<file path="src/hdl/mscfg_defines.svh">
// Purpose: constants of the MAC-side frame configuration block
// Assumes: included by the package only
// Notes:   register locations are a 4-bit type and a 3-bit index
`ifndef MSCFG_DEFINES_SVH
`define MSCFG_DEFINES_SVH

`define MSCFG_T_CTL      4'h1
`define MSCFG_T_HDR      4'h2
`define MSCFG_T_BUF      4'h3
`define MSCFG_T_THR      4'h4
`define MSCFG_T_CAP      4'h5
`define MSCFG_T_QUOTA    4'hC
`define MSCFG_I_TXCTL    3'h0
`define MSCFG_I_RXCTL    3'h1
`define MSCFG_I_FIFO_A   3'h4
`define MSCFG_I_RX_HI    2'h2
`define MSCFG_CAP_COUNT  3'h6

`define MSCFG_TX_ON      0
`define MSCFG_RX_PARITY  7
`define MSCFG_RX_SPLIT   6
`define MSCFG_RX_OWN     5
`define MSCFG_RX_ALL     4
`define MSCFG_RX_CRC     3
`define MSCFG_RX_SHARED  2
`define MSCFG_RX_B_ON    1
`define MSCFG_RX_A_ON    0

`define MSCFG_TXCTL_MASK  8'hFD
`define MSCFG_FILTER_MASK 8'hBF
`define MSCFG_CAP_MASK    8'h7F
`define MSCFG_FULL_MASK   8'hFF
`define MSCFG_RST_VALUE   8'h00
`define MSCFG_BUF_UNIT    14'h0040
`define MSCFG_HDR_UNIT    14'h0020
`define MSCFG_HOST_STATUS 8'h80

`endif

</file>
<file path="src/hdl/mscfg_pkg.sv">
// Purpose: types and shared decoding of the MAC-side frame configuration block
// Assumes: byte counts fit 14 bits (largest is 8K)
// Notes:   the controller end decodes register locations through these functions; the device end decodes them inline
package mscfg_pkg;
`include "mscfg_defines.svh"

	typedef logic [13:0] mscfg_bytes_t;
	typedef enum logic [1:0] {TX_IDLE = 2'b01, TX_SEND = 2'b10} mscfg_tx_t;
	typedef enum logic [2:0] {RX_IDLE = 3'b001, RX_RECV = 3'b010, RX_DROP = 3'b100} mscfg_rx_t;

	typedef struct packed {
		logic [7:0][7:0] thr;
		logic [5:0][6:0] cap;
		logic [1:0][7:0] filt;
		logic [1:0][7:0] bufSz;
		logic [7:0]      hdr;
		logic [1:0][7:0] quota;
		logic [7:0]      txCtl;
		logic [7:0]      rxCtl;
		mscfg_tx_t       txSt;
		logic [5:0]      txStart;
		logic            txBusy;
		logic [5:0]      capReached;
		logic [1:0]      drainOk;
		logic [1:0]      quotaFull;
		mscfg_rx_t       rxSt;
		logic [2:0]      rxType;
		logic            toB;
		logic            inHdr;
		mscfg_bytes_t    cnt;
		mscfg_bytes_t    frameLength;
		logic            pushValid;
		logic            pushToB;
		logic [7:0]      pushData;
		logic            pushParity;
		logic            abortMac;
		logic            hdrRel;
		logic            hdrErr;
		logic            frameDone;
		logic            parErr;
		logic            abortSeen;
		logic [7:0]      status;
	} mscfg_dev_t;

	typedef struct packed {
		logic [127:0][7:0] shadow;
		logic              regWr;
		logic [3:0]        regType;
		logic [2:0]        regIndex;
		logic [7:0]        regData;
		logic              clearErrors;
		logic [7:0]        rdata;
	} mscfg_host_t;

	function automatic mscfg_bytes_t threshBytes(input logic [7:0] v);
		threshBytes = {1'b0, v, 5'h00};
	endfunction

	function automatic mscfg_bytes_t quotaBytes(input logic [7:0] v);
		logic [8:0] p;
		p = {1'b0, v} + 9'h001;
		quotaBytes = {p, 5'h00};
	endfunction

	// one-hot size field; several bits set give their OR, not a checked error
	function automatic mscfg_bytes_t sizeBytes(input logic [7:0] v, input mscfg_bytes_t unit);
		sizeBytes = '0;
		for (int i = 0; i < 8; i++) begin
			if (v[i]) begin
				sizeBytes = sizeBytes | (unit << i);
			end
		end
	endfunction

	function automatic logic validLoc(input logic [3:0] t, input logic [2:0] i);
		logic rx;
		rx = (i[2:1] == `MSCFG_I_RX_HI);
		if (t == `MSCFG_T_CTL) begin
			validLoc = rx || i == `MSCFG_I_TXCTL || i == `MSCFG_I_RXCTL;
		end else if (t == `MSCFG_T_HDR) begin
			validLoc = (i == `MSCFG_I_FIFO_A);
		end else if (t == `MSCFG_T_BUF || t == `MSCFG_T_QUOTA) begin
			validLoc = rx;
		end else if (t == `MSCFG_T_THR) begin
			validLoc = 1'b1;
		end else if (t == `MSCFG_T_CAP) begin
			validLoc = (i < `MSCFG_CAP_COUNT);
		end else begin
			validLoc = 1'b0;
		end
	endfunction

	function automatic logic [7:0] maskOf(input logic [3:0] t, input logic [2:0] i);
		if (t == `MSCFG_T_CTL && i == `MSCFG_I_TXCTL) begin
			maskOf = `MSCFG_TXCTL_MASK;
		end else if (t == `MSCFG_T_CTL && i[2:1] == `MSCFG_I_RX_HI) begin
			maskOf = `MSCFG_FILTER_MASK;
		end else if (t == `MSCFG_T_CAP) begin
			maskOf = `MSCFG_CAP_MASK;
		end else begin
			maskOf = `MSCFG_FULL_MASK;
		end
	endfunction
endpackage

</file>
<file path="src/hdl/mscfg_link_if.sv">
// Purpose: register path between the controller end and the MAC-side end
// Assumes: both ends on mclk
// Notes:   writes plus device status; the controller keeps a shadow for register reads
`timescale 1ns/1ps
interface mscfg_link_if;
	logic       regWr;
	logic [3:0] regType;
	logic [2:0] regIndex;
	logic [7:0] regData;
	logic       clearErrors;
	logic [7:0] devStatus;

	modport host (output regWr, regType, regIndex, regData, clearErrors, input devStatus);
	modport dev  (input regWr, regType, regIndex, regData, clearErrors, output devStatus);
endinterface

</file>
<file path="src/hdl/mscfg_rx_steer.sv">
// Purpose: picks the receive fifo for a frame type
// Assumes: type 7 is the token-cycle-end indication
// Notes:   purely combinational
`timescale 1ns/1ps
module mscfg_rx_steer import mscfg_pkg::*; (
	input  wire logic [2:0] frameType,   // received frame type
	input  wire logic [7:0] filterA,     // filter of fifo 4
	input  wire logic [7:0] filterB,     // filter of fifo 5
	input  wire logic       acceptA,     // fifo 4 enabled
	input  wire logic       acceptB,     // fifo 5 enabled
	input  wire logic       isOwn,       // frame sent by this station
	input  wire logic       ownOn,       // own-frame indications wanted
	input  wire logic       inHeader,    // header part of a split frame
	output logic            toB,         // destination is fifo 5
	output logic            store,       // frame admitted and fifo enabled
	output logic            abort        // admitted but fifo disabled
);
	logic inA;
	logic inB;
	logic admit;

	assign inA   = filterA[frameType];
	assign inB   = filterB[frameType];
	assign admit = (inA || inB) && (!isOwn || ownOn);
	// both set goes to fifo 4; split headers always do
	assign toB   = !inHeader && !inA && inB;
	assign store = admit && (toB ? acceptB : acceptA);
	assign abort = admit && !(toB ? acceptB : acceptA);
endmodule

</file>
<file path="src/hdl/mscfg_device_end.sv">
// Purpose: MAC-side configuration registers and frame control
// Assumes: MAC and fifo status inputs are on mclk
// Notes:   tx channels k=0..5 are channels 0,1,2,3,6,7
// Functional notes
// - threshold equals value times 32 bytes
// - transmit starts at threshold or whole frame
// - receive drain starts at threshold or frame
// - frame cap per channel is code plus one
// - filter bit set admits type into fifo
// - clear in both drops; both set: fifo 4
// - filter bits 0..5 select frame types
// - bit 7 selects token-cycle-end indications
// - buffer size is one-hot 64 bytes to 8K
// - zero with descriptor lengths; set for one-buffer
// - header size is one-hot 32 bytes to 4K
// - receive quota is value plus one times 32
// - global enable stops only after current frame
// - channel disables affect only their channel
// - parity checked and aborted, or generated
// - split header goes to fifo 4
// - own-frame indications routed by type when on
// - receive-all stores remnants, else valid only
// - CRC kept when asked, split or receive-all
// - one-buffer mode stores first buffer only
// - early release, else header held until end
// - disabled fifo not filled; MAC gets abort
//
// Design decisions made here: the address-and-strobe port and the placing of the registers.
`timescale 1ns/1ps
module mscfg_device_end import mscfg_pkg::*; (
	input  wire logic                mclk,            // clock, 100 MHz
	input  wire logic                rst,             // synchronous reset, high
	mscfg_link_if.dev                bus,             // register path
	input  wire logic [5:0]          txRequest,       // channel has a frame queued
	input  wire logic [5:0][13:0]    txFifoBytes,     // bytes held per tx fifo
	input  wire logic [5:0]          txWholeFrame,    // tx fifo holds whole frame
	input  wire logic                txFrameDone,     // MAC finished frame, pulse
	input  wire logic [5:0][7:0]     localFrames,     // frames in local memory
	input  wire logic [1:0][13:0]    rxFifoBytes,     // bytes held per rx fifo
	input  wire logic [1:0]          rxWholeFrame,    // rx fifo holds a frame
	input  wire logic [1:0][13:0]    rxRingUsed,      // memory used per rx ring
	input  wire logic                rxStart,         // frame begins, pulse
	input  wire logic [2:0]          rxType,          // frame type at start
	input  wire logic                rxOwn,           // own frame at start
	input  wire logic                rxRemnant,       // remnant frame at start
	input  wire logic                rxByteValid,     // byte present
	input  wire logic [7:0]          rxByte,          // received byte
	input  wire logic                rxParity,        // odd parity of byte
	input  wire logic                rxCrc,           // byte is part of CRC
	input  wire logic                rxEnd,           // frame ends, pulse
	input  wire logic                rxAborted,       // MAC aborted frame, pulse
	output logic [5:0]               txStart,         // start channel, pulse
	output logic                     txBusy,          // frame in progress
	output logic [5:0]               capReached,      // channel frame cap met
	output logic [1:0]               rxDrainOk,       // rx fifo may drain
	output logic [1:0]               quotaFull,       // rx ring at or over quota
	output logic                     pushValid,       // store byte, pulse
	output logic                     pushToB,         // store into fifo 5
	output logic [7:0]               pushData,        // stored byte
	output logic                     pushParity,      // stored parity
	output logic                     receiveAbortToMac, // abort to MAC, pulse
	output logic                     headerRelease,   // header released, pulse
	output logic                     headerError,     // header error, pulse
	output logic                     frameDone,       // frame stored, pulse
	output logic [13:0]              frameLength      // stored length
);
	mscfg_dev_t s;
	mscfg_dev_t n;
	logic [5:0] txReady;
	logic       stToB;
	logic       stStore;
	logic       stAbort;
	logic       idle;
	logic       split;
	logic       early;
	logic       single;
	logic       keepCrc;
	logic       accept;

	assign idle    = (s.rxSt == RX_IDLE);
	assign split   = s.rxCtl[`MSCFG_RX_SPLIT];
	assign early   = split && s.rxCtl[`MSCFG_RX_SHARED];
	assign single  = !split && s.rxCtl[`MSCFG_RX_SHARED];
	assign keepCrc = s.rxCtl[`MSCFG_RX_CRC] || split || s.rxCtl[`MSCFG_RX_ALL];
	assign accept  = s.toB ? s.rxCtl[`MSCFG_RX_B_ON] : s.rxCtl[`MSCFG_RX_A_ON];

	generate
		for (genvar k = 0; k < 6; k++) begin : g_tx
			localparam int THR = (k < 4) ? k : k + 2;
			localparam int OFF = (k < 4) ? k + 4 : k - 2;
			assign txReady[k] = txRequest[k] && !s.txCtl[OFF]
				&& (txFifoBytes[k] >= threshBytes(s.thr[THR]) || txWholeFrame[k]);
		end
	endgenerate

	// at frame start the header decision; later the remainder of a split frame
	mscfg_rx_steer i_mscfg_rx_steer (
		.frameType (idle ? rxType : s.rxType),
		.filterA   (s.filt[0]),
		.filterB   (s.filt[1]),
		.acceptA   (s.rxCtl[`MSCFG_RX_A_ON]),
		.acceptB   (s.rxCtl[`MSCFG_RX_B_ON]),
		.isOwn     (idle && rxOwn),
		.ownOn     (s.rxCtl[`MSCFG_RX_OWN]),
		.inHeader  (idle && split),
		.toB       (stToB),
		.store     (stStore),
		.abort     (stAbort)
	);

	always_comb begin
		n = s;
		n.txStart   = '0;
		n.pushValid = 1'b0;
		n.abortMac  = 1'b0;
		n.hdrRel    = 1'b0;
		n.hdrErr    = 1'b0;
		n.frameDone = 1'b0;
		if (bus.clearErrors) begin
			n.parErr    = 1'b0;
			n.abortSeen = 1'b0;
		end
		if (bus.regWr) begin
			if (bus.regType == `MSCFG_T_CTL && bus.regIndex == `MSCFG_I_TXCTL) begin
				n.txCtl = bus.regData & `MSCFG_TXCTL_MASK;
			end else if (bus.regType == `MSCFG_T_CTL && bus.regIndex == `MSCFG_I_RXCTL) begin
				n.rxCtl = bus.regData;
			end else if (bus.regType == `MSCFG_T_CTL && bus.regIndex[2:1] == `MSCFG_I_RX_HI) begin
				n.filt[bus.regIndex[0]] = bus.regData & `MSCFG_FILTER_MASK;
			end else if (bus.regType == `MSCFG_T_HDR && bus.regIndex == `MSCFG_I_FIFO_A) begin
				n.hdr = bus.regData;
			end else if (bus.regType == `MSCFG_T_BUF && bus.regIndex[2:1] == `MSCFG_I_RX_HI) begin
				n.bufSz[bus.regIndex[0]] = bus.regData;
			end else if (bus.regType == `MSCFG_T_THR) begin
				n.thr[bus.regIndex] = bus.regData;
			end else if (bus.regType == `MSCFG_T_CAP && bus.regIndex < `MSCFG_CAP_COUNT) begin
				n.cap[bus.regIndex] = bus.regData[6:0];
			end else if (bus.regType == `MSCFG_T_QUOTA && bus.regIndex[2:1] == `MSCFG_I_RX_HI) begin
				n.quota[bus.regIndex[0]] = bus.regData;
			end
		end

		for (int k = 0; k < 6; k++) begin
			n.capReached[k] = localFrames[k] > {1'b0, s.cap[k]};
		end
		for (int j = 0; j < 2; j++) begin
			n.drainOk[j]   = rxFifoBytes[j] >= threshBytes(s.thr[4 + j]) || rxWholeFrame[j];
			n.quotaFull[j] = rxRingUsed[j] >= quotaBytes(s.quota[j]);
		end

		case (s.txSt)
			TX_IDLE: begin
				if (s.txCtl[`MSCFG_TX_ON] && |txReady) begin
					n.txStart = txReady & (~txReady + 6'h01);
					n.txSt    = TX_SEND;
					n.txBusy  = 1'b1;
				end
			end
			TX_SEND: begin
				// enable is not looked at here: a started frame always completes
				if (txFrameDone) begin
					n.txSt   = TX_IDLE;
					n.txBusy = 1'b0;
				end
			end
			default: n.txSt = TX_IDLE;
		endcase

		case (s.rxSt)
			RX_IDLE: begin
				if (rxStart) begin
					n.rxType = rxType;
					if (rxRemnant && !s.rxCtl[`MSCFG_RX_ALL]) begin
						n.rxSt = RX_DROP;
					end else if (stAbort) begin
						n.abortMac = 1'b1;
						n.rxSt     = RX_DROP;
					end else if (stStore) begin
						n.rxSt  = RX_RECV;
						n.toB   = stToB;
						n.inHdr = split;
						n.cnt   = '0;
					end else begin
						n.rxSt = RX_DROP;
					end
				end
			end
			RX_RECV: begin
				if (rxAborted) begin
					n.hdrErr = split && !early;
					n.rxSt   = RX_IDLE;
				end else if (!accept) begin
					n.abortMac = 1'b1;
					n.hdrErr   = split && !early;
					n.rxSt     = RX_DROP;
				end else if (rxByteValid && s.rxCtl[`MSCFG_RX_PARITY]
					&& !(^{rxByte, rxParity})) begin
					n.abortMac = 1'b1;
					n.parErr   = 1'b1;
					n.hdrErr   = split && !early;
					n.rxSt     = RX_DROP;
				end else begin
					if (rxByteValid && !(rxCrc && !keepCrc)
						&& !(single && s.cnt >= sizeBytes(s.bufSz[s.toB], `MSCFG_BUF_UNIT))) begin
						n.pushValid  = 1'b1;
						n.pushToB    = s.toB;
						n.pushData   = rxByte;
						// stored parity: received when checked, made here otherwise
						n.pushParity = s.rxCtl[`MSCFG_RX_PARITY] ? rxParity : ~^rxByte;
						n.cnt        = s.cnt + 14'h0001;
						if (s.inHdr && n.cnt == sizeBytes(s.hdr, `MSCFG_HDR_UNIT)) begin
							n.inHdr  = 1'b0;
							n.toB    = stToB;
							n.hdrRel = early;
						end
					end
					if (rxEnd) begin
						n.frameDone   = 1'b1;
						n.frameLength = n.cnt;
						n.hdrRel      = split && (!early || n.inHdr);
						n.rxSt        = RX_IDLE;
					end
				end
			end
			RX_DROP: begin
				if (rxEnd || rxAborted) begin
					n.rxSt = RX_IDLE;
				end
			end
			default: n.rxSt = RX_IDLE;
		endcase

		if (n.abortMac) begin
			n.abortSeen = 1'b1;
		end
		n.status = {4'h0, n.abortSeen, n.parErr, n.rxSt != RX_IDLE, n.txBusy};
	end

	always_ff @(posedge mclk) begin
		if (rst) begin
			s      <= '0;
			s.txSt <= TX_IDLE;
			s.rxSt <= RX_IDLE;
		end else begin
			s <= n;
		end
	end

	assign bus.devStatus     = s.status;
	assign txStart           = s.txStart;
	assign txBusy            = s.txBusy;
	assign capReached        = s.capReached;
	assign rxDrainOk         = s.drainOk;
	assign quotaFull         = s.quotaFull;
	assign pushValid         = s.pushValid;
	assign pushToB           = s.pushToB;
	assign pushData          = s.pushData;
	assign pushParity        = s.pushParity;
	assign receiveAbortToMac = s.abortMac;
	assign headerRelease     = s.hdrRel;
	assign headerError       = s.hdrErr;
	assign frameDone         = s.frameDone;
	assign frameLength       = s.frameLength;
endmodule

</file>
<file path="src/flat_wrapper.sv">
// flat-port wrapper written by rule: the top's interface ports become plain ports
module mscfg_device_end_flat import mscfg_pkg::*;
  (mclk, rst, txRequest, txFifoBytes, txWholeFrame, txFrameDone, localFrames, rxFifoBytes, rxWholeFrame, rxRingUsed, rxStart, rxType, rxOwn, rxRemnant, rxByteValid, rxByte, rxParity, rxCrc, rxEnd, rxAborted, txStart, txBusy, capReached, rxDrainOk, quotaFull, pushValid, pushToB, pushData, pushParity, receiveAbortToMac, headerRelease, headerError, frameDone, frameLength, bus_regWr, bus_regType, bus_regIndex, bus_regData, bus_clearErrors, bus_devStatus);
  mscfg_link_if bus_i ();
  input  wire logic mclk;
  input  wire logic rst;
  input  wire logic [5:0] txRequest;
  input  wire logic [5:0][13:0] txFifoBytes;
  input  wire logic [5:0] txWholeFrame;
  input  wire logic txFrameDone;
  input  wire logic [5:0][7:0] localFrames;
  input  wire logic [1:0][13:0] rxFifoBytes;
  input  wire logic [1:0] rxWholeFrame;
  input  wire logic [1:0][13:0] rxRingUsed;
  input  wire logic rxStart;
  input  wire logic [2:0] rxType;
  input  wire logic rxOwn;
  input  wire logic rxRemnant;
  input  wire logic rxByteValid;
  input  wire logic [7:0] rxByte;
  input  wire logic rxParity;
  input  wire logic rxCrc;
  input  wire logic rxEnd;
  input  wire logic rxAborted;
  output logic [5:0] txStart;
  output logic txBusy;
  output logic [5:0] capReached;
  output logic [1:0] rxDrainOk;
  output logic [1:0] quotaFull;
  output logic pushValid;
  output logic pushToB;
  output logic [7:0] pushData;
  output logic pushParity;
  output logic receiveAbortToMac;
  output logic headerRelease;
  output logic headerError;
  output logic frameDone;
  output logic [13:0] frameLength;
  input wire logic [$bits(bus_i.regWr)-1:0] bus_regWr;
  input wire logic [$bits(bus_i.regType)-1:0] bus_regType;
  input wire logic [$bits(bus_i.regIndex)-1:0] bus_regIndex;
  input wire logic [$bits(bus_i.regData)-1:0] bus_regData;
  input wire logic [$bits(bus_i.clearErrors)-1:0] bus_clearErrors;
  output wire logic [$bits(bus_i.devStatus)-1:0] bus_devStatus;
  assign bus_i.regWr = bus_regWr;
  assign bus_i.regType = bus_regType;
  assign bus_i.regIndex = bus_regIndex;
  assign bus_i.regData = bus_regData;
  assign bus_i.clearErrors = bus_clearErrors;
  assign bus_devStatus = bus_i.devStatus;
  mscfg_device_end u_core (.mclk(mclk), .rst(rst), .bus(bus_i), .txRequest(txRequest), .txFifoBytes(txFifoBytes), .txWholeFrame(txWholeFrame), .txFrameDone(txFrameDone), .localFrames(localFrames), .rxFifoBytes(rxFifoBytes), .rxWholeFrame(rxWholeFrame), .rxRingUsed(rxRingUsed), .rxStart(rxStart), .rxType(rxType), .rxOwn(rxOwn), .rxRemnant(rxRemnant), .rxByteValid(rxByteValid), .rxByte(rxByte), .rxParity(rxParity), .rxCrc(rxCrc), .rxEnd(rxEnd), .rxAborted(rxAborted), .txStart(txStart), .txBusy(txBusy), .capReached(capReached), .rxDrainOk(rxDrainOk), .quotaFull(quotaFull), .pushValid(pushValid), .pushToB(pushToB), .pushData(pushData), .pushParity(pushParity), .receiveAbortToMac(receiveAbortToMac), .headerRelease(headerRelease), .headerError(headerError), .frameDone(frameDone), .frameLength(frameLength));
endmodule
</file>
<file path="config.mk">
export PLATFORM = sky130hd
export DESIGN_NAME = mscfg_device_end_flat
export DESIGN_NICKNAME = d
export VERILOG_FILES = /design/src/hdl/mscfg_pkg.sv /design/src/hdl/mscfg_link_if.sv /design/src/hdl/mscfg_rx_steer.sv /design/src/hdl/mscfg_device_end.sv /design/src/flat_wrapper.sv
export VERILOG_INCLUDE_DIRS = /design/src /design/src/hdl
export SDC_FILE = /design/constraint.sdc
export NUM_CORES = 1
export LEC_CHECK = 0
export BUFFER_PORTS_ARGS = -buffer_cell sky130_fd_sc_hd__buf_2
export CAP_MARGIN = 0
export CORE_MARGIN = 2
export CORE_UTILIZATION = 35
export DETAILED_ROUTE_END_ITERATION = 10
export GPL_ROUTABILITY_DRIVEN = 1
export GPL_TIMING_DRIVEN = 0
export PLACE_DENSITY = 0.64
export SLEW_MARGIN = 20
export SYNTH_ARGS = -nofsm -noshare
export SYNTH_HDL_FRONTEND = slang
export SYNTH_SLANG_ARGS = --single-unit
</file>
<file path="constraint.sdc">
create_clock -name mclk -period 3.4 [get_ports mclk]
set_clock_uncertainty 0.05 [all_clocks]
set_input_delay 1.02 -clock mclk [delete_from_list [all_inputs] [get_ports mclk]]
set_output_delay 1.02 -clock mclk [all_outputs]
set_load 0.05 [all_outputs]
</file>
After elaboration in Yosys (flattened, before gate mapping)
Index checks and enable logic that the tools add are counted.

cells by class
  muxes and demuxes = 98
  magnitude comparators = 24
  reductions and logical operators = 94
  bitwise logic cells = 15
  equality and inequality tests = 27
  add/sub/neg operators = 4

operators by type and width
  kind                                              number
  14-bit two-way mux                                11
  16-bit two-way mux                                8
  14-bit by 13-bit >= comparator with 1-bit output  8
  41-bit two-way mux                                2
  64-bit bitwise mux                                1
  16-bit bitwise mux                                3
  8-bit by 7-bit > comparator with 1-bit output     6
  8-bit two-way mux                                 6
  43-bit two-way mux                                1
  42-bit bitwise mux                                1
  14-bit >= comparator                              3
  1-bit logical AND                                 41
  11-bit two-way mux                                3
  16-bit case mux with 2 select lines               1
  3-bit two-way mux                                 9
  9-bit two-way mux                                 3
  13-bit two-way mux                                2
  8-bit demux with 3-bit select                     1
  12-bit two-way mux                                2
  1-bit two-way mux                                 23
  22-bit two-way mux                                1
  7-bit demux with 3-bit select                     1
  7-bit two-way mux                                 3
  10-bit two-way mux                                2
  51 further kinds                                  120

word-level totals
  word-level logic and storage cells = 309
  bits of input ports = 241
  register bits = 257
  output and inout bits = 54

Longest topological paths before layout
Gate-level depths: netlist of the first run.

  depth in word-level cells = 39
  mapped depth = 13
  depth with buffers taken out = 10

By module
Synthesis of the first run repeated with hierarchy kept, for this count alone.

unflattened totals
  cell total of the unflattened synthesis = 1597
  area, all modules = 14142.3 µm²

by module, submodules not included
  module            area an instance (µm²)  seq. area each (µm²)  cells an instance  instances
  mscfg_device_end  13930.9                 4964.8                1578               1
  mscfg_rx_steer    211.5                   0.0                   19                 1

Worst setup path before layout of the first run
Ideal clock, no wire load.

  path type = input to register
  start = in rxType[2]
  end = reg u_core.s[60] (netlist bit)
  setup time = 0.115 ns
  required time = 3.235 ns
  buffers on the path = 1
  stages = 9
  setup slack = 0.159 ns
  arrival time = 3.076 ns
  path through = clkbuf_1 > nor2_1 > mux2_4 > a21oi_2 > a22oi_2 > or4b_4 > a2bb2oi_1 > o311a_1 > o21a_1

on the way
  cells in the longest elaborated chain, start to end = 13
  elaborated cells between the ends (all ways) = 19
  those cells by class = mux (11); reduce/logical (8)

ends and longest elaborated chain
  what                                                           line                                           RTL
  start: declaration                                             flat_wrapper.sv:16                             input wire logic [2:0] rxType;
  3-bit two-way mux *                                            mscfg_device_end.sv:98                         .frameType (idle ? rxType : s.rxType),
  1-bit binary-select mux with 3-bit select                      mscfg_rx_steer.sv:22                           assign inA = filterA[frameType];
  1-bit two-way mux (not written as such)                        mscfg_rx_steer.sv:22
  1-bit logical NOT                                              mscfg_rx_steer.sv:26                           assign toB = !inHeader && !inA && inB;
  1-bit logical AND (2 in series)                                mscfg_rx_steer.sv:26
  1-bit two-way mux                                              mscfg_rx_steer.sv:27, mscfg_rx_steer.sv:28
  1-bit logical AND / 1-bit logical NOT (equally long branches)  mscfg_rx_steer.sv:27, mscfg_rx_steer.sv:28
  3-bit two-way mux / 1-bit logical AND (equally long branches)  mscfg_device_end.sv:178, mscfg_rx_steer.sv:28
  3-bit two-way mux *                                            mscfg_device_end.sv:175                        end else if (stAbort) begin
  3-bit two-way mux *                                            mscfg_device_end.sv:173                        if (rxRemnant && !s.rxCtl[`MSCFG_RX_ALL]) begin
  22-bit two-way mux *                                           mscfg_device_end.sv:171                        if (rxStart) begin
  3-bit case mux with 3 select lines *                           mscfg_device_end.sv:169                        case (s.rxSt)
  end signal: assignment                                         mscfg_device_end.sv:245                        s <= n;
  end: declaration                                               mscfg_device_end.sv:67                         mscfg_dev_t s;

Every way passes the cells marked *; elsewhere a longest branch is shown, timed or not. The select of a mux whose other input is x is not followed.
A chain may end at the register's enable or synchronous reset.

Worst setup path after layout of the first run
  start = reg u_core.s[54] (netlist bit)
  end = reg u_core.s (netlist bit u_core.frameLength[6])

on the way
  cells in the longest elaborated chain, start to end = 23
  elaborated cells between the ends (all ways) = 25
  those cells by class = order compare (1); mux (20); reduce/logical (4)

ends and longest elaborated chain
  what                                                   line                     RTL
  8-bit two-way mux (not written as such) (2 in series)  mscfg_device_end.sv:204  && !(single && s.cnt >= sizeBytes(s.bufSz[s.toB], `MSCFG_BUF_UNIT))) begin
  7-bit two-way mux                                      mscfg_pkg.sv:69          if (v[i]) begin
  8-bit two-way mux                                      mscfg_pkg.sv:69
  9-bit two-way mux                                      mscfg_pkg.sv:69
  10-bit two-way mux                                     mscfg_pkg.sv:69
  11-bit two-way mux                                     mscfg_pkg.sv:69
  12-bit two-way mux                                     mscfg_pkg.sv:69
  13-bit two-way mux                                     mscfg_pkg.sv:69
  (+6 left out)                                          --
  1-bit logical AND                                      mscfg_device_end.sv:204
  1-bit logical NOT                                      mscfg_device_end.sv:204
  1-bit logical AND                                      mscfg_device_end.sv:203  if (rxByteValid && !(rxCrc && !keepCrc)
  16-bit two-way mux                                     mscfg_device_end.sv:203
  16-bit two-way mux                                     mscfg_device_end.sv:196  end else if (rxByteValid && s.rxCtl[`MSCFG_RX_PARITY]
  16-bit two-way mux                                     mscfg_device_end.sv:192  end else if (!accept) begin
  16-bit two-way mux                                     mscfg_device_end.sv:189  if (rxAborted) begin
  16-bit two-way mux                                     mscfg_device_end.sv:169

Parallel ways exist; a longest one is shown, timed or not. The select of a mux whose other input is x is not followed.

==> impl_metrics.ini, run 1 <==
[status]
status = finished clean

[floorplan]
initial_utilization = 0.353
fp.dieArea_um2 = 42700
number_of_placement_rows = 74
die_width_um = 207
pin_count = 295
placeableCoreArea_um2 = 40600
vertical_die_dimension_um = 207

[worst_setup_path]
cpMaxStageDelayCell = sky130_fd_sc_hd__mux2_2
worstPathCellList = buf_6 -> mux2_2 -> ha_1 -> nand2_1 -> o31ai_2 -> a21oi_1 -> o211ai_1 -> buf_4 -> and2_1 -> clkbuf_2 -> clkbuf_2 -> nor2_1 -> xnor2_1 -> a211oi_1
critPathMaxFanout = 10
cp.arrival_ns = 3.70
setup.reg_to_reg.worst_slack_ns = 0.12
critical_path.max_stage_delay_ns = 0.41
start_kind = flop
cp-startpoint = u_core.s[54]
crit-reg2reg-launch = u_core.s[54]
timing.critical_path.to_type = flop
endpoint_of_the_most_critical_setup_path = u_core.frameLength[6]
worst_ep_required_time_ns = 3.81
worst_r2r_path_depth = 14
timing.setup.critical_path_class = reg2reg
worst_path_most_repeated_cell = sky130_fd_sc_hd__clkbuf_2
timing.rr.end = u_core.frameLength[6]

[sta]
worst_slew_margin_rel = 0.301
finalHoldViolations = 0
setup_total_negative_slack_ns = 0
timing_worst_slew_pin_value_ns = 1.05
min_period_over_period = 0.965
grt_setup_unrepaired = no
report.final.slew_viol_count = 0
achievable-frequency_mhz = 305
setup-violations-final = 0
period_minus_slack_ns = 3.28
setup_slack_ns = 0.119

[place]
pre_cts_ws_ns = -0.758
place.detailed.hpwl_um = 33300
routabilityCongestion = 0.835
io_buffer_count = 284

[detailed_routing]
remaining_antenna_violation_count_after_routing = 0
wl_per_cell_um = 17.2
firstDrtPassIters = 5
drc_markers = 0
routed_wl_um = 43300
avgViaCountPerCell = 5.02
via_count = 12700
dr.first_iter.drc_count = 542

[finish]
flow.area_growth_from_synthesis_pct = 22.2
drive_above_1_share = 0.213
fin_nets = 2342
mostFrequentLayoutCell = sky130_fd_sc_hd__buf_2
final_core_utilization = 0.432
mostFrequentLayoutCells = sky130_fd_sc_hd__buf_2 (287), sky130_fd_sc_hd__dfxtp_1 (248), sky130_fd_sc_hd__nor2_1 (228)

[clock_tree]
cts_hold_buffers = 0
insertion_delay_ns = 0.56
tritoncts_clock_tree = done
numClockSinks = 248
cts_max_level = 1
root_buffer = sky130_fd_sc_hd__clkbuf_16
clock_tree.buffer_depth = 3
tritoncts.num_buffers = 29
worst_setup_hold_path_clk_slew_ns = 0.06

[synthesis]
synth.avg_cell_area_um2 = 8.74
yosys_register_bits = 248
synth.distinct_cells = 78
synth_cell_area_um2 = 14400
synth.largest_area_cell = sky130_fd_sc_hd__dfxtp_1
synth.yosys.warnings = 0
synth-async-reset-ratio = 0
post-synth-top-area-fraction = 0.346
synth_ff_type = sky130_fd_sc_hd__dfxtp_1
synth.area.top_cells = sky130_fd_sc_hd__dfxtp_1 (35%), sky130_fd_sc_hd__mux2i_1 (14%), sky130_fd_sc_hd__ha_1 (12%)
number_of_synthesized_flops_with_an_enable_pin = 0
fraction_of_the_yosys_area_taken_by_sequential_cells = 0.346
post_synth_inst_count = 1643

[global_route]
grt.busiest_layer = met2
grt.met1_usage = 0.256
grt_pass1_vias = 12300
grt_use_met3 = 0.0372
first_pass_grt_wire_length_um = 66100
global_route_met2_usage = 0.333
grt_start_max_net_pins = 16
antenna_found_initial = 9
globalRouteOverflowTotal = 0
total_global_route_track_usage = 0.200

[worst_hold_path]
min_path_type = reg2reg

[flow_run]
max_capacitance_violation_count = 0

[pwr]
cellPowerDensity_nw_per_um2 = 406
power.ir.vdd_worst_mv = 0.371
leakagePower_nw = 7.49
cells by family (layout without fill, tap and decap cells):
family	after synthesis	count (layout)	share of synthesized area
simple gates	486	486	0.161
compound gates	265	265	0.123
buf+inv	263	600	0.0813
flops	248	248	0.346
mux	203	203	0.143
fa+ha+maj	139	139	0.121
xor+xnor	38	38	0.0241
other cells	1	9	0.000261
what timing repair did:
action                                  in CTS  in global routing
endpoints found under the setup margin      36                 21
resized for setup                            5                 10
setup buffers                                1                  0
pin swaps                                    1                  0
flip-flops by register name, summed over array words and instances (netlist names):
signal	cells
u_core.receiveAbortToMac	1
u_core.frameLength	14
u_core.pushValid	1
u_core.rxDrainOk	2
u_core.capReached	6
u_core.frameDone	1
u_core.headerError	1
u_core.pushParity	1
u_core.bus.devStatus	4
u_core.pushData	8
u_core.pushToB	1
u_core.headerRelease	1
u_core.txStart	6
u_core.quotaFull	2
u_core.s	199
metal layers:
metal,vias up,wire length (um)
li1,6310,-
met5,-,58
met4,8,1410
met3,79,2610
met2,328,20200
met1,5927,19000
critical path, delay by kind of cell, from the launching register on:
family | cells | cell delay (ns)
adder cells (fa/ha/maj) | 1 | 0.29
AND/OR/NAND/NOR | 3 | 0.32
multiplexers | 1 | 0.41
XOR/XNOR | 1 | 0.15
AO/OA/AOI/OAI | 4 | 0.79
flip-flops | 1 | 0.37
buffers and inverters | 4 | 0.81
synth_stat cells (all sizes together) (4+ instances only):
master,n
nor3,15
buf,53
nor3b,6
nand2,86
or3,5
nor4b,4
xor2,16
nand2b,5
and4,6
or4b,11
nand3,36
nand4,15
a21oi,65
a221oi,5
o211ai,4
o21ai,49
and2,6
o31ai,19
nand4b,5
ha,139
and3,5
nor2b,24
xnor2,21
o21a,39
a22oi,4
nor2,228
a21o,17
mux2i,199
mux2,4
nor4,14
a31oi,8
clkbuf,73
a21boi,5
dfxtp,248
a211oi,15
inv,137
o22ai,9
stage by stage:
| step | hold slack (ns) | std cells | area (um^2) | total power, mW |
|---|---|---|---|---|
| detailed placement | 0.398 | 2463 | 16500 | 3.84 |
| finish | 0.405 | 2520 | 17500 | 7.11 |
| global route | 0.431 | 2519 | 17500 | 7.41 |
| global placement | 0.395 | 2462 | 16500 | 3.81 |
| floorplan | 0.387 | 1646 | 14400 | 3.50 |
| CTS | 0.407 | 2515 | 17500 | 7.21 |
layout make-up:
| type | count | area (um^2) |
|---|---|---|
| antenna | 5 | 12.5 |
| buffer | 125 | 662 |
| clock buffer | 39 | 843 |
| clock inverter | 13 | 183 |
| fill | 4008 | 23100 |
| inverter | 137 | 514 |
| multi-input combinational | 1135 | 8260 |
| sequential | 248 | 4960 |
| tap | 532 | 666 |
| timing repair buffer | 286 | 1440 |
where the power goes:
group          internal [mW]  leakage [nW]  switching [mW]
combinational          0.340          4.98           0.483
sequential              2.93          2.00          0.0136
clock                   2.04         0.507            1.31
worst min path at each step:
stage,slack (ns),end,startpoint,depth (start not counted)
after floorplan,0.39,u_core.bus.devStatus[2],u_core.bus.devStatus[2],2
after global placement,0.39,u_core.pushData[4],u_core.pushData[4],2
after CTS,0.41,u_core.pushData[3],u_core.pushData[3],2
after detailed placement,0.40,u_core.pushData[3],u_core.pushData[3],2
final,0.41,u_core.pushData[6],u_core.pushData[6],2
after global routing,0.43,u_core.pushData[6],u_core.pushData[6],2
No activity file was read; power rests on OpenSTA's default activity.
==> run 2: changes to the inputs <==
Settings changed: SETUP_SLACK_MARGIN set to 0.3, SYNTH_HIERARCHICAL set to 1.
==> run 2 against run 1 <==
Net effect: utilization grew 1.1 points; synthesized area fell by 1.5%; count of clock-buffer cells in the layout up 4; final cell count fell by 1.4%; critical endpoint is now u_core/s[53]; highest routed layer unchanged.
==> impl_metrics.ini, run 2 <==
[status]
status = finished clean

[synthesis]
synth.yosys.warnings = 6
synth_cell_area_um2 = 14100
yosys.cell_count.top_type = sky130_fd_sc_hd__dfxtp_1
synth.largest_area_cell = sky130_fd_sc_hd__dfxtp_1
post_synth_inst_count = 1597
synth-async-reset-ratio = 0
synth.distinct_cells = 84
synth_ff_type = sky130_fd_sc_hd__dfxtp_1
yosys_register_bits = 248
post-synth-top-area-fraction = 0.351
fraction_of_the_yosys_area_taken_by_sequential_cells = 0.351
synth.avg_cell_area_um2 = 8.86
synth.area.top_cells = sky130_fd_sc_hd__dfxtp_1 (35%), sky130_fd_sc_hd__mux2i_1 (13%), sky130_fd_sc_hd__ha_1 (12%)
post_synth_most_frequent_cells = sky130_fd_sc_hd__dfxtp_1 (248), sky130_fd_sc_hd__nor2_1 (236), sky130_fd_sc_hd__mux2i_1 (187)
number_of_synthesized_flops_with_an_enable_pin = 0

[sta]
period_minus_slack_ns = 3.22
worst_slew_margin_rel = 0.280
finalHoldViolations = 0
grt_setup_unrepaired = yes
min_period_over_period = 0.948
setup_total_negative_slack_ns = 0
setup-violations-final = 0
achievable-frequency_mhz = 310
report.final.slew_viol_count = 0
timing_worst_slew_pin_value_ns = 1.08

[pwr]
pwr-share-clk = 0.472
leakagePower_nw = 7.91
power.ir.vdd_worst_mv = 0.369
p_sw_mw = 1.71
power.combinational.fraction = 0.103
netSwitchingFraction = 0.248
share_seq_of_total_power = 0.426
cellInternalPower_mw = 5.18
cellPowerDensity_nw_per_um2 = 391

[place]
routabilityCongestion = 0.887
place.detailed.hpwl_um = 32900
io_buffer_count = 286

[detailed_routing]
via_count = 12400
firstDrtPassIters = 7
avgViaCountPerCell = 4.98
routed_wl_um = 43000
route.top_layer_used = met5
drt-met1-wl_um = 18700
wl_per_cell_um = 17.3
met2_wirelength_um = 20500
dr.first_iter.drc_count = 680
drc_markers = 0
remaining_antenna_violation_count_after_routing = 0
met3_length_um = 2550

[worst_setup_path]
timing.critical_path.to_type = flop
start_kind = flop
crit-reg2reg-launch = u_core/s[59]
worst_ep_required_time_ns = 3.75
timing.setup.critical_path_class = reg2reg
cp-startpoint = u_core/s[59]
critPathMaxFanout = 6
cp.arrival_ns = 3.57

[finish]
mostFrequentLayoutCell = sky130_fd_sc_hd__buf_2
largest_register_ffs = 200
fillers = 4019
max_flop_register = u_core/s
fin_nets = 2314
drive_above_1_share = 0.248
mostFrequentLayoutCells = sky130_fd_sc_hd__buf_2 (292), sky130_fd_sc_hd__dfxtp_1 (246), sky130_fd_sc_hd__nor2_1 (235)
flow.area_growth_from_synthesis_pct = 24.7
final_core_utilization = 0.443

[clock_tree]
worst_setup_hold_path_clk_slew_ns = 0.06
clock_tree.buffer_depth = 3
tritoncts_clock_tree = done
cts_max_level = 1
numClockSinks = 248
tritoncts.num_buffers = 29
insertion_delay_ns = 0.57
root_buffer = sky130_fd_sc_hd__clkbuf_16

[floorplan]
die_width_um = 205
fp.dieArea_um2 = 42000
placeableCoreArea_um2 = 39800
vertical_die_dimension_um = 205
number_of_placement_rows = 73
initial_utilization = 0.355
pin_count = 295

[global_route]
first_pass_grt_wire_length_um = 64900
grt_start_max_net_pins = 16
antenna_found_initial = 12
total_global_route_track_usage = 0.200
globalRouteOverflowTotal = 0
grt_pass1_vias = 12000

[worst_hold_path]
holdCritStartpoint = u_core/frameLength[0]
min_path_type = reg2reg

[flow_run]
max_capacitance_violation_count = 0
-- run 2: final timing paths --
check,to,slack (ns),cells after the start
worst max-delay path,u_core/s[53],0.18,13
worst min-delay path,u_core/frameLength[0],0.40,2
worst max register to register,u_core/s[53],0.18,13
worst min register to register,u_core/frameLength[0],0.40,2
-- run 2: final cells by class --
class	count	area, um^2	area share
Clock inverter	9	153	0.00865
Timing Repair Buffer	301	1550	0.0881
Tap cell	525	657	0.0372
Antenna cell	5	12.5	0.000709
Buffer	117	711	0.0403
Clock buffer	43	848	0.0481
Inverter	131	494	0.0280
Multi-Input combinational cell	1106	8240	0.467
Sequential cell	248	4970	0.282
-- run 2: kinds of logic (layout without fill, tap and decap cells) --
logic type               after synthesis  in the layout  synth area share
adder cells (fa/ha/maj)              139            139             0.123
other                                  1             11          0.000265
flip-flops                           248            248             0.351
AND/OR/NAND/NOR                      509            509             0.178
XOR/XNOR                              43             43            0.0276
AO/OA/AOI/OAI                        212            212            0.0937
multiplexers                         197            197             0.145
buffers and inverters                248            601            0.0813
-- run 2: what timing repair did --
item | 4_1_cts | 5_1_grt
pin swaps | 12 | 9
gates resized for setup | 31 | 26
endpoints found under the setup margin | 50 | 32
gates cloned | 1 | 0
hold buffers | 0 | 0
buffers inserted | 5 | 9
-- run 2: metrics by stage --
step / hold WS [ns] / setup slack, ns / area, um^2 / std cells / power (mW)
floorplan: 0.382 / 0.117 / 14200 / 1602 / 3.37
global placement: 0.393 / -0.588 / 16300 / 2413 / 3.67
detailed placement: 0.395 / -0.646 / 16300 / 2413 / 3.69
CTS: 0.404 / 0.196 / 17400 / 2471 / 6.96
global route: 0.427 / 0.0146 / 17600 / 2480 / 7.15
finish: 0.401 / 0.178 / 17600 / 2485 / 6.90
-- run 2: critical path, stage by stage, from the launching register on --
cell and delay [ns]:
sky130_fd_sc_hd__dfxtp_1 0.39, sky130_fd_sc_hd__nor3b_4 0.28, sky130_fd_sc_hd__mux2_4 0.37, sky130_fd_sc_hd__mux4_2 0.47, sky130_fd_sc_hd__mux2i_4 0.24, sky130_fd_sc_hd__nand4b_1 0.13
sky130_fd_sc_hd__a31oi_1 0.19, sky130_fd_sc_hd__and3b_1 0.19, sky130_fd_sc_hd__and2_4 0.16, sky130_fd_sc_hd__inv_4 0.04, sky130_fd_sc_hd__and2_4 0.16, sky130_fd_sc_hd__clkbuf_16 0.16
sky130_fd_sc_hd__a31oi_4 0.14, sky130_fd_sc_hd__o31ai_2 0.09
-- run 2: power by group through the flow --
stage	clock [mW]	combinational (mW)	sequential, mW
after floorplan	0	0.376	3.00
after global placement	0	0.671	3.00
after detailed placement	0	0.688	3.00
after CTS	3.32	0.707	2.93
after global routing	3.44	0.782	2.93
final	3.25	0.708	2.93
-- run 2: per-layer routing --
layer  up-vias  GRT usage
li1       6132          -
met1      5791      0.250
met2       356      0.350
met3        83     0.0360
met4        12     0.0550
met5         -          0
